==> config.mk <==
export PLATFORM = sky130hd
export DESIGN_NAME = pmt8_timer
export DESIGN_NICKNAME = d
export VERILOG_FILES = /design/src/pmt8_pkg.sv /design/src/pmt8_axil_slave.sv /design/src/pmt8_timer.sv
export SDC_FILE = /design/constraint.sdc
export NUM_CORES = 1
export LEC_CHECK = 0
export BUFFER_PORTS_ARGS = -buffer_cell sky130_fd_sc_hd__buf_2
export CAP_MARGIN = 40
export CORE_MARGIN = 2
export CORE_UTILIZATION = 47
export CTS_BUF_LIST = sky130_fd_sc_hd__clkbuf_8 sky130_fd_sc_hd__clkbuf_16
export DETAILED_ROUTE_END_ITERATION = 12
export HOLD_SLACK_MARGIN = 0.03
export PLACE_DENSITY = 0.78
export SETUP_SLACK_MARGIN = 0.3
export SLEW_MARGIN = 10
export SYNTH_ARGS = -nofsm -noshare
export SYNTH_HDL_FRONTEND = slang
export SYNTH_SLANG_ARGS = --single-unit
==> constraint.sdc <==
create_clock -name clk_i -period 1.7 [get_ports clk_i]
set_input_delay 0.51 -clock clk_i [delete_from_list [all_inputs] [get_ports clk_i]]
set_output_delay 0.51 -clock clk_i [all_outputs]
set_load 0.01 [all_outputs]
==> src/pmt8_pkg.sv <==
// Constants shared by the 8-bit period match timer files
`default_nettype none
package pmt8_pkg;
  // Bus widths
  localparam int ADDR_W = 5;
  localparam int DATA_W = 32;
  localparam int STRB_W = 4;
  // Register byte offsets
  localparam logic [4:0] OFS_CONTROL = 5'h00;
  localparam logic [4:0] OFS_COUNT = 5'h04;
  localparam logic [4:0] OFS_PERIOD = 5'h08;
  localparam logic [4:0] OFS_FLAG = 5'h0c;
  localparam logic [4:0] OFS_IRQ_EN = 5'h10;
  // Bus responses
  localparam logic [1:0] RESP_OKAY = 2'h0;
  localparam logic [1:0] RESP_SLVERR = 2'h2;
  // Control field positions
  localparam int CTL_W = 7;
  localparam int CTL_PRE_LSB = 0;
  localparam int CTL_PRE_MSB = 1;
  localparam int CTL_RUN_BIT = 2;
  localparam int CTL_POST_LSB = 3;
  localparam int CTL_POST_MSB = 6;
  localparam int FLAG_BIT = 1;
  // Input divider selections and terminal counts
  localparam logic [1:0] PRE_SEL_1 = 2'h0;
  localparam logic [1:0] PRE_SEL_4 = 2'h1;
  localparam logic [3:0] PRE_LAST_1 = 4'h0;
  localparam logic [3:0] PRE_LAST_4 = 4'h3;
  localparam logic [3:0] PRE_LAST_16 = 4'hf;
  // Instruction clock is one quarter of the core clock
  localparam logic [1:0] INSTR_LAST = 2'h3;
  // Reset values
  localparam logic [7:0] COUNT_RST = 8'h00;
  localparam logic [7:0] PERIOD_RST = 8'hff;
  localparam logic [CTL_W-1:0] CONTROL_RST = 7'h00;
endpackage
`default_nettype wire

==> src/pmt8_axil_slave.sv <==
// AXI4-Lite slave front end for the period match timer
`timescale 1ns/10ps
`default_nettype none
module pmt8_axil_slave
  import pmt8_pkg::*;
(
  // Clock and reset
  input wire logic clk_i,
  input wire logic srst_i,
  // Write address and data
  input wire logic awvalid_i,
  output logic awready_o,
  input wire logic [pmt8_pkg::ADDR_W-1:0] awaddr_i,
  input wire logic wvalid_i,
  output logic wready_o,
  input wire logic [pmt8_pkg::DATA_W-1:0] wdata_i,
  input wire logic [pmt8_pkg::STRB_W-1:0] wstrb_i,
  // Write response
  output logic bvalid_o,
  input wire logic bready_i,
  output logic [1:0] bresp_o,
  // Read address
  input wire logic arvalid_i,
  output logic arready_o,
  input wire logic [pmt8_pkg::ADDR_W-1:0] araddr_i,
  // Read data
  output logic rvalid_o,
  input wire logic rready_i,
  output logic [pmt8_pkg::DATA_W-1:0] rdata_o,
  output logic [1:0] rresp_o,
  // Register side
  output logic wr_fire_o,
  output logic [pmt8_pkg::ADDR_W-1:0] wr_addr_o,
  output logic [pmt8_pkg::DATA_W-1:0] wr_data_o,
  output logic [pmt8_pkg::STRB_W-1:0] wr_strb_o,
  input wire logic wr_ok_i,
  output logic rd_fire_o,
  output logic [pmt8_pkg::ADDR_W-1:0] rd_addr_o,
  input wire logic [pmt8_pkg::DATA_W-1:0] rd_data_i,
  input wire logic rd_ok_i
);
  logic aw_full_reg;
  logic w_full_reg;
  wire aw_take = awvalid_i & awready_o;
  wire w_take = wvalid_i & wready_o;
  wire b_done = bvalid_o & bready_i;
  wire r_done = rvalid_o & rready_i;
  assign wr_fire_o = aw_full_reg & w_full_reg & ~bvalid_o;
  assign rd_fire_o = arvalid_i & arready_o;
  assign rd_addr_o = araddr_i;

  // Write channels, either order
  always_ff @(posedge clk_i)
  begin
    if (srst_i)
    begin
      awready_o <= 1'b1;
      wready_o <= 1'b1;
      aw_full_reg <= 1'b0;
      w_full_reg <= 1'b0;
      bvalid_o <= 1'b0;
      bresp_o <= RESP_OKAY;
      wr_addr_o <= '0;
      wr_data_o <= '0;
      wr_strb_o <= '0;
    end
    else
    begin
      if (aw_take)
      begin
        awready_o <= 1'b0;
        aw_full_reg <= 1'b1;
        wr_addr_o <= awaddr_i;
      end
      if (w_take)
      begin
        wready_o <= 1'b0;
        w_full_reg <= 1'b1;
        wr_data_o <= wdata_i;
        wr_strb_o <= wstrb_i;
      end
      if (wr_fire_o)
      begin
        aw_full_reg <= 1'b0;
        w_full_reg <= 1'b0;
        bvalid_o <= 1'b1;
        bresp_o <= wr_ok_i ? RESP_OKAY : RESP_SLVERR;
      end
      if (b_done)
      begin
        bvalid_o <= 1'b0;
        awready_o <= 1'b1;
        wready_o <= 1'b1;
      end
    end
  end

  // Read channel
  always_ff @(posedge clk_i)
  begin
    if (srst_i)
    begin
      arready_o <= 1'b1;
      rvalid_o <= 1'b0;
      rdata_o <= '0;
      rresp_o <= RESP_OKAY;
    end
    else if (rd_fire_o)
    begin
      arready_o <= 1'b0;
      rvalid_o <= 1'b1;
      rdata_o <= rd_data_i;
      rresp_o <= rd_ok_i ? RESP_OKAY : RESP_SLVERR;
    end
    else if (r_done)
    begin
      arready_o <= 1'b1;
      rvalid_o <= 1'b0;
    end
  end
endmodule
`default_nettype wire

==> src/pmt8_timer.sv <==
// Top of the 8-bit period match timer with its register file
// How it works
// - The timer value counts up from zero once per divided tick of the quarter-rate clock.
// - Control bits one and zero pick the input division: 00 by one, 01 by four, 1x by sixteen.
// - Timer value and period value are compared continuously and a match signal shows equality.
// - A match returns the timer value to zero on the next tick, giving period plus one ticks.
// - Matches feed a four-bit output divider whose ratio is control bits six to three plus one.
// - When the output divider completes its count the latched match flag in flag bit one is set.
// - The match flag raises the interrupt only while enable bit one is set.
// - Any reset clears the timer value and loads the period value with all ones.
// - Both divider counters clear on a timer value write, a control write and any reset.
// - A control write leaves the timer value as it was.
// - Control bit two runs the timer when set and stops it when clear.
// - Timer value and period value are readable and writable at any time.
// - Control bit seven reads as zero and ignores writes.
// - The undivided match pulse is brought out as a time base for other units.
//
// The implementer's own choices: the address map and register access over AXI4-Lite.
`timescale 1ns/10ps
`default_nettype none
module pmt8_timer
  import pmt8_pkg::*;
(
  // Clock and reset
  input wire logic clk_i,
  input wire logic srst_i,
  // Write address and data
  input wire logic awvalid_i,
  output logic awready_o,
  input wire logic [pmt8_pkg::ADDR_W-1:0] awaddr_i,
  input wire logic wvalid_i,
  output logic wready_o,
  input wire logic [pmt8_pkg::DATA_W-1:0] wdata_i,
  input wire logic [pmt8_pkg::STRB_W-1:0] wstrb_i,
  // Write response
  output logic bvalid_o,
  input wire logic bready_i,
  output logic [1:0] bresp_o,
  // Read address
  input wire logic arvalid_i,
  output logic arready_o,
  input wire logic [pmt8_pkg::ADDR_W-1:0] araddr_i,
  // Read data
  output logic rvalid_o,
  input wire logic rready_i,
  output logic [pmt8_pkg::DATA_W-1:0] rdata_o,
  output logic [1:0] rresp_o,
  // Timer outputs
  output logic time_base_o,
  output logic irq_o
);
  import pmt8_pkg::*;

  logic wr_fire;
  logic [ADDR_W-1:0] wr_addr;
  logic [DATA_W-1:0] wr_data;
  logic [STRB_W-1:0] wr_strb;
  logic rd_fire;
  logic [ADDR_W-1:0] rd_addr;
  logic [DATA_W-1:0] rd_data;
  logic wr_ok;
  logic rd_ok;

  logic [1:0] instr_cnt_reg;
  logic [CTL_W-1:0] control_reg;
  logic [3:0] pre_cnt_reg;
  logic [3:0] pre_cnt_next;
  logic [3:0] post_cnt_reg;
  logic [3:0] post_cnt_next;
  logic [7:0] count_reg;
  logic [7:0] count_next;
  logic [7:0] period_reg;
  logic flag_reg;
  logic flag_next;
  logic irq_en_reg;
  logic time_base_reg;
  logic irq_reg;

  // Register bus slave
  pmt8_axil_slave u_bus (
    .clk_i(clk_i),
    .srst_i(srst_i),
    .awvalid_i(awvalid_i),
    .awready_o(awready_o),
    .awaddr_i(awaddr_i),
    .wvalid_i(wvalid_i),
    .wready_o(wready_o),
    .wdata_i(wdata_i),
    .wstrb_i(wstrb_i),
    .bvalid_o(bvalid_o),
    .bready_i(bready_i),
    .bresp_o(bresp_o),
    .arvalid_i(arvalid_i),
    .arready_o(arready_o),
    .araddr_i(araddr_i),
    .rvalid_o(rvalid_o),
    .rready_i(rready_i),
    .rdata_o(rdata_o),
    .rresp_o(rresp_o),
    .wr_fire_o(wr_fire),
    .wr_addr_o(wr_addr),
    .wr_data_o(wr_data),
    .wr_strb_o(wr_strb),
    .wr_ok_i(wr_ok),
    .rd_fire_o(rd_fire),
    .rd_addr_o(rd_addr),
    .rd_data_i(rd_data),
    .rd_ok_i(rd_ok)
  );

  // Address decode
  wire [ADDR_W-1:0] wr_word = {wr_addr[ADDR_W-1:2], 2'h0};
  wire [ADDR_W-1:0] rd_word = {rd_addr[ADDR_W-1:2], 2'h0};
  wire wr_lane = wr_fire & wr_strb[0];
  wire ctl_wr = wr_lane & (wr_word == OFS_CONTROL);
  wire cnt_wr = wr_lane & (wr_word == OFS_COUNT);
  wire per_wr = wr_lane & (wr_word == OFS_PERIOD);
  wire flg_wr = wr_lane & (wr_word == OFS_FLAG);
  wire ien_wr = wr_lane & (wr_word == OFS_IRQ_EN);
  wire rd_flag = rd_fire & (rd_word == OFS_FLAG);
  assign wr_ok = (wr_word == OFS_CONTROL) | (wr_word == OFS_COUNT) | (wr_word == OFS_PERIOD)
    | (wr_word == OFS_FLAG) | (wr_word == OFS_IRQ_EN);
  assign rd_ok = (rd_word == OFS_CONTROL) | (rd_word == OFS_COUNT) | (rd_word == OFS_PERIOD)
    | (rd_word == OFS_FLAG) | (rd_word == OFS_IRQ_EN);

  // Control fields
  wire [1:0] pre_sel = control_reg[CTL_PRE_MSB:CTL_PRE_LSB];
  wire run = control_reg[CTL_RUN_BIT];
  wire [3:0] post_sel = control_reg[CTL_POST_MSB:CTL_POST_LSB];

  // Divider clearing events
  wire div_clr = ctl_wr | cnt_wr;

  // Quarter-rate instruction tick
  wire instr_tick = (instr_cnt_reg == INSTR_LAST);

  // Input divider
  wire [3:0] pre_last = (pre_sel == PRE_SEL_1) ? PRE_LAST_1 :
    (pre_sel == PRE_SEL_4) ? PRE_LAST_4 : PRE_LAST_16;
  wire pre_step = run & instr_tick & ~div_clr;
  wire pre_tick = pre_step & (pre_cnt_reg == pre_last);

  // Comparator and output divider
  wire match_hit = (count_reg == period_reg);
  wire match_evt = pre_tick & match_hit;
  wire post_done = match_evt & (post_cnt_reg == post_sel);

  assign pre_cnt_next = div_clr ? 4'h0 :
    pre_tick ? 4'h0 :
    pre_step ? 4'(pre_cnt_reg + 4'h1) : pre_cnt_reg;

  assign count_next = cnt_wr ? wr_data[7:0] :
    match_evt ? COUNT_RST :
    pre_tick ? 8'(count_reg + 8'h01) : count_reg;

  assign post_cnt_next = div_clr ? 4'h0 :
    post_done ? 4'h0 :
    match_evt ? 4'(post_cnt_reg + 4'h1) : post_cnt_reg;

  // Set wins over any clear
  assign flag_next = post_done ? 1'b1 :
    flg_wr ? wr_data[FLAG_BIT] :
    rd_flag ? 1'b0 : flag_reg;

  // Read data selection
  wire [7:0] flag_byte = {6'h00, flag_reg, 1'b0};
  wire [7:0] ien_byte = {6'h00, irq_en_reg, 1'b0};
  wire [7:0] rd_byte = (rd_word == OFS_CONTROL) ? {1'b0, control_reg} :
    (rd_word == OFS_COUNT) ? count_reg :
    (rd_word == OFS_PERIOD) ? period_reg :
    (rd_word == OFS_FLAG) ? flag_byte :
    (rd_word == OFS_IRQ_EN) ? ien_byte : 8'h00;
  assign rd_data = {{(DATA_W-8){1'b0}}, rd_byte};

  // Instruction clock divider
  always_ff @(posedge clk_i)
  begin
    if (srst_i)
      instr_cnt_reg <= 2'h0;
    else
      instr_cnt_reg <= 2'(instr_cnt_reg + 2'h1);
  end

  // Counters
  always_ff @(posedge clk_i)
  begin
    if (srst_i)
    begin
      count_reg <= COUNT_RST;
      pre_cnt_reg <= 4'h0;
      post_cnt_reg <= 4'h0;
    end
    else
    begin
      count_reg <= count_next;
      pre_cnt_reg <= pre_cnt_next;
      post_cnt_reg <= post_cnt_next;
    end
  end

  // Software registers
  always_ff @(posedge clk_i)
  begin
    if (srst_i)
    begin
      control_reg <= CONTROL_RST;
      period_reg <= PERIOD_RST;
      irq_en_reg <= 1'b0;
      flag_reg <= 1'b0;
    end
    else
    begin
      if (ctl_wr)
        control_reg <= wr_data[CTL_W-1:0];
      if (per_wr)
        period_reg <= wr_data[7:0];
      if (ien_wr)
        irq_en_reg <= wr_data[FLAG_BIT];
      flag_reg <= flag_next;
    end
  end

  // Registered outputs
  always_ff @(posedge clk_i)
  begin
    if (srst_i)
    begin
      time_base_reg <= 1'b0;
      irq_reg <= 1'b0;
    end
    else
    begin
      time_base_reg <= match_evt;
      irq_reg <= flag_next & irq_en_reg;
    end
  end
  assign time_base_o = time_base_reg;
  assign irq_o = irq_reg;
endmodule
`default_nettype wire

==> out/qor.yml <==
max_cap_violations: 0
path_clk_slew_ns: 0.08
crit_start: "pre_cnt_reg[3]"
setup_ws_ns: -0.247
crit_end: "count_reg[7]"
vias: 3081
placementRows: 30
fmax_mhz: 514
synth.avg_cell_area_um2: 8.70
final_nets: 539
drc: 0
drt_iter0_drc: 275
n_antenna_cell: 0
fillers: 509
ioPinCount: 96
grt_pass1_vias: 2821
synth-edff-count: 0
rsz0062_at_grt: "yes"
worstReg2RegEnd: "count_reg[7]"
track_usage_pct: 22.7
hp-class: "in2reg"
cts.sinks: 66
antenna_found_initial: 0
hold_viol_final: 0
cp_max_fo: 6
criticalPathCategory: "reg2reg"
holdBufCountCts: 0
power_density_nw_per_um2: 771
grt-ovfl-total: 0
cp.depth: 5
max_stage_delay_ns: 0.52
grt_pass1_wl_mm: 13.4
drt_first_pass_iters: 6
drv_slew: 0
via_per_inst: 5.43
numCtsBuffers: 9
post_drt_wl_per_cell_um: 15.6
required_ns: 1.96
ys_seq_elements: 66
yosysTopAreaCell: "dfxtp_1"
skew_ns: 0.00870
cts_tree: "done"
crit_buf_inv: 0
cp_top_family: "simple AND/OR/NAND/NOR gates"
drtAntennaViolNets: 0
synth_common_cells: "dfxtp_1 (66), nand2_1 (43), nor2_1 (37)"
die_width_um: 87.3
period_minus_slack_ns: 1.95
finalNonFillerCells: 567
p_leak_nw: 1.90
clockBufferDepth: 2
netlist_area_um2: 3260
htree_levels: 3
fp.dieArea_um2: 7630
synthArstFlopShare_pct: 0
ys_types: 52
place_hpwl_mm: 5.56
status: "complete, but fails checks"
syn_inst: 375
critical_path_arrival_ns: 2.21
ys_top_cells_by_area: "dfxtp_1 (40%), buf_4 (6.0%), mux2i_1 (5.5%), nand2_1 (4.9%), nor2_1 (4.3%)"
core_area_um2: 6760
place_congestion: 0.907
finalCritPeriodShare_pct: 115
crit_chain: "or3_4, nor4_4, o31ai_4, or4b_1, a311oi_1"
start_util_pct: 48.3
rr_startpoint: "pre_cnt_reg[3]"
cp-start-kind: "flop"
dp_cells: 530
pre_cts_slack_ns: -0.208
syn_to_final_growth_pct: 37.0
rrSetupSlack_ns: -0.25
r2r_cells: 5
ys.flop_type: "dfxtp_1"
synthDominantCellAreaShare_pct: 40.5
grt_max_degree: 27
hold_depth: 2
routed_wl_mm: 8.85
critPathCaptureType: "flop"
port_buffers: 38
ys_warn_count: 0
power.total_mw: 3.44
die_y_um: 87.3
synth_most_common_cell: "dfxtp_1"
violations: "negative setup slack"
final_layout_size_suffix_gt1_share_pct: 35.7
slowest_stage: "or4b_1"
setup_viol: 14
ys_seq_area_share_pct: 40.5
clkLatencyLatePin_ns: 0.35
cts-root-buf: "clkbuf_8"
peakVddDrop_mv: 0.673
## what timing repair did
item | 4_1_cts | 5_1_grt
pin swaps | 16 | 20
gates resized for setup | 21 | 35
setup buffers | 11 | 9
gates cloned | 1 | 0
endpoints found under the setup margin | 36 | 46
## power by group
group          total, mW  leakage, nW  switching, mW  internal [mW]
sequential          1.64        0.539         0.0431           1.59
combinational      0.321         1.26          0.182          0.139
clock               1.49        0.110          0.650          0.837
## cell families after synthesis
group | Yosys count | synth area share, %
other | 1 | 0.115
AOI/OAI and AO/OA | 85 | 17.4
and+or+nand+nor | 141 | 22.7
DFF | 66 | 40.5
xor gates and xnor gates | 15 | 4.03
buffers and inverters | 45 | 8.17
adders and majority gates | 4 | 1.53
muxes | 18 | 5.52
## stage by stage
| stage | cell area (um^2) | utilization, % | hold slack [ns] | setup TNS [ns] |
|---|---|---|---|---|
| finish | 4470 | 66.1 | 0.360 | -2.49 |
| global route | 4470 | 66.1 | 0.359 | -3.75 |
| CTS | 4250 | 63.0 | 0.352 | -1.58 |
| floorplan | 3410 | - | 0.399 | -0.243 |
| global placement | 3830 | 56.8 | 0.407 | -0.916 |
| detailed placement | 3830 | 56.8 | 0.429 | -1.52 |
## cells in the final DEF (no fill, tap or decap), types with 6 or more instances in the layout
cell type / Yosys / final
buf_4: 26 / 59
dfxtp_1: 66 / 53
nand2_1: 43 / 43
buf_2: 0 / 36
nor2_1: 37 / 35
conb_1: 1 / 26
a21oi_1: 26 / 24
mux2i_1: 18 / 17
o21ai_0: 16 / 14
buf_6: 0 / 14
dfxtp_2: 0 / 12
nand3_1: 11 / 9
a211o_1: 9 / 9
clkbuf_8: 0 / 9
xor2_1: 9 / 7
nor2b_1: 11 / 7
a22oi_1: 7 / 7
xnor2_1: 6 / 6
## cell type report
class | count | area [um^2] | share of cell area (%)
Timing Repair Buffer | 112 | 848 | 19.0
Multi-Input combinational cell | 289 | 1940 | 43.4
Clock inverter | 7 | 103 | 2.30
Inverter | 4 | 15.0 | 0.336
Clock buffer | 9 | 124 | 2.77
Tap cell | 80 | 100 | 2.24
Sequential cell | 66 | 1340 | 30.0
## layer usage
layer / vias up / global-route usage [%] / routed length (um)
li1: 1494 / - / -
met1: 1434 / 27.6 / 3670
met2: 137 / 37.9 / 4380
met3: 16 / 7.11 / 612
met4: 0 / 7.83 / 193
met5: - / 0 / 0
## worst min-delay path by stage
stage	end	from	slack, ns
after detailed placement	instr_cnt_reg[0]	instr_cnt_reg[0]	0.43
after global placement	instr_cnt_reg[0]	instr_cnt_reg[0]	0.41
after CTS	u_bus.wready_o	wvalid_i	0.35
final	u_bus.wready_o	wvalid_i	0.36
after global routing	u_bus.wready_o	wvalid_i	0.36
after floorplan	instr_cnt_reg[0]	instr_cnt_reg[0]	0.40
Note: power is estimated with default switching activity, not from simulation.
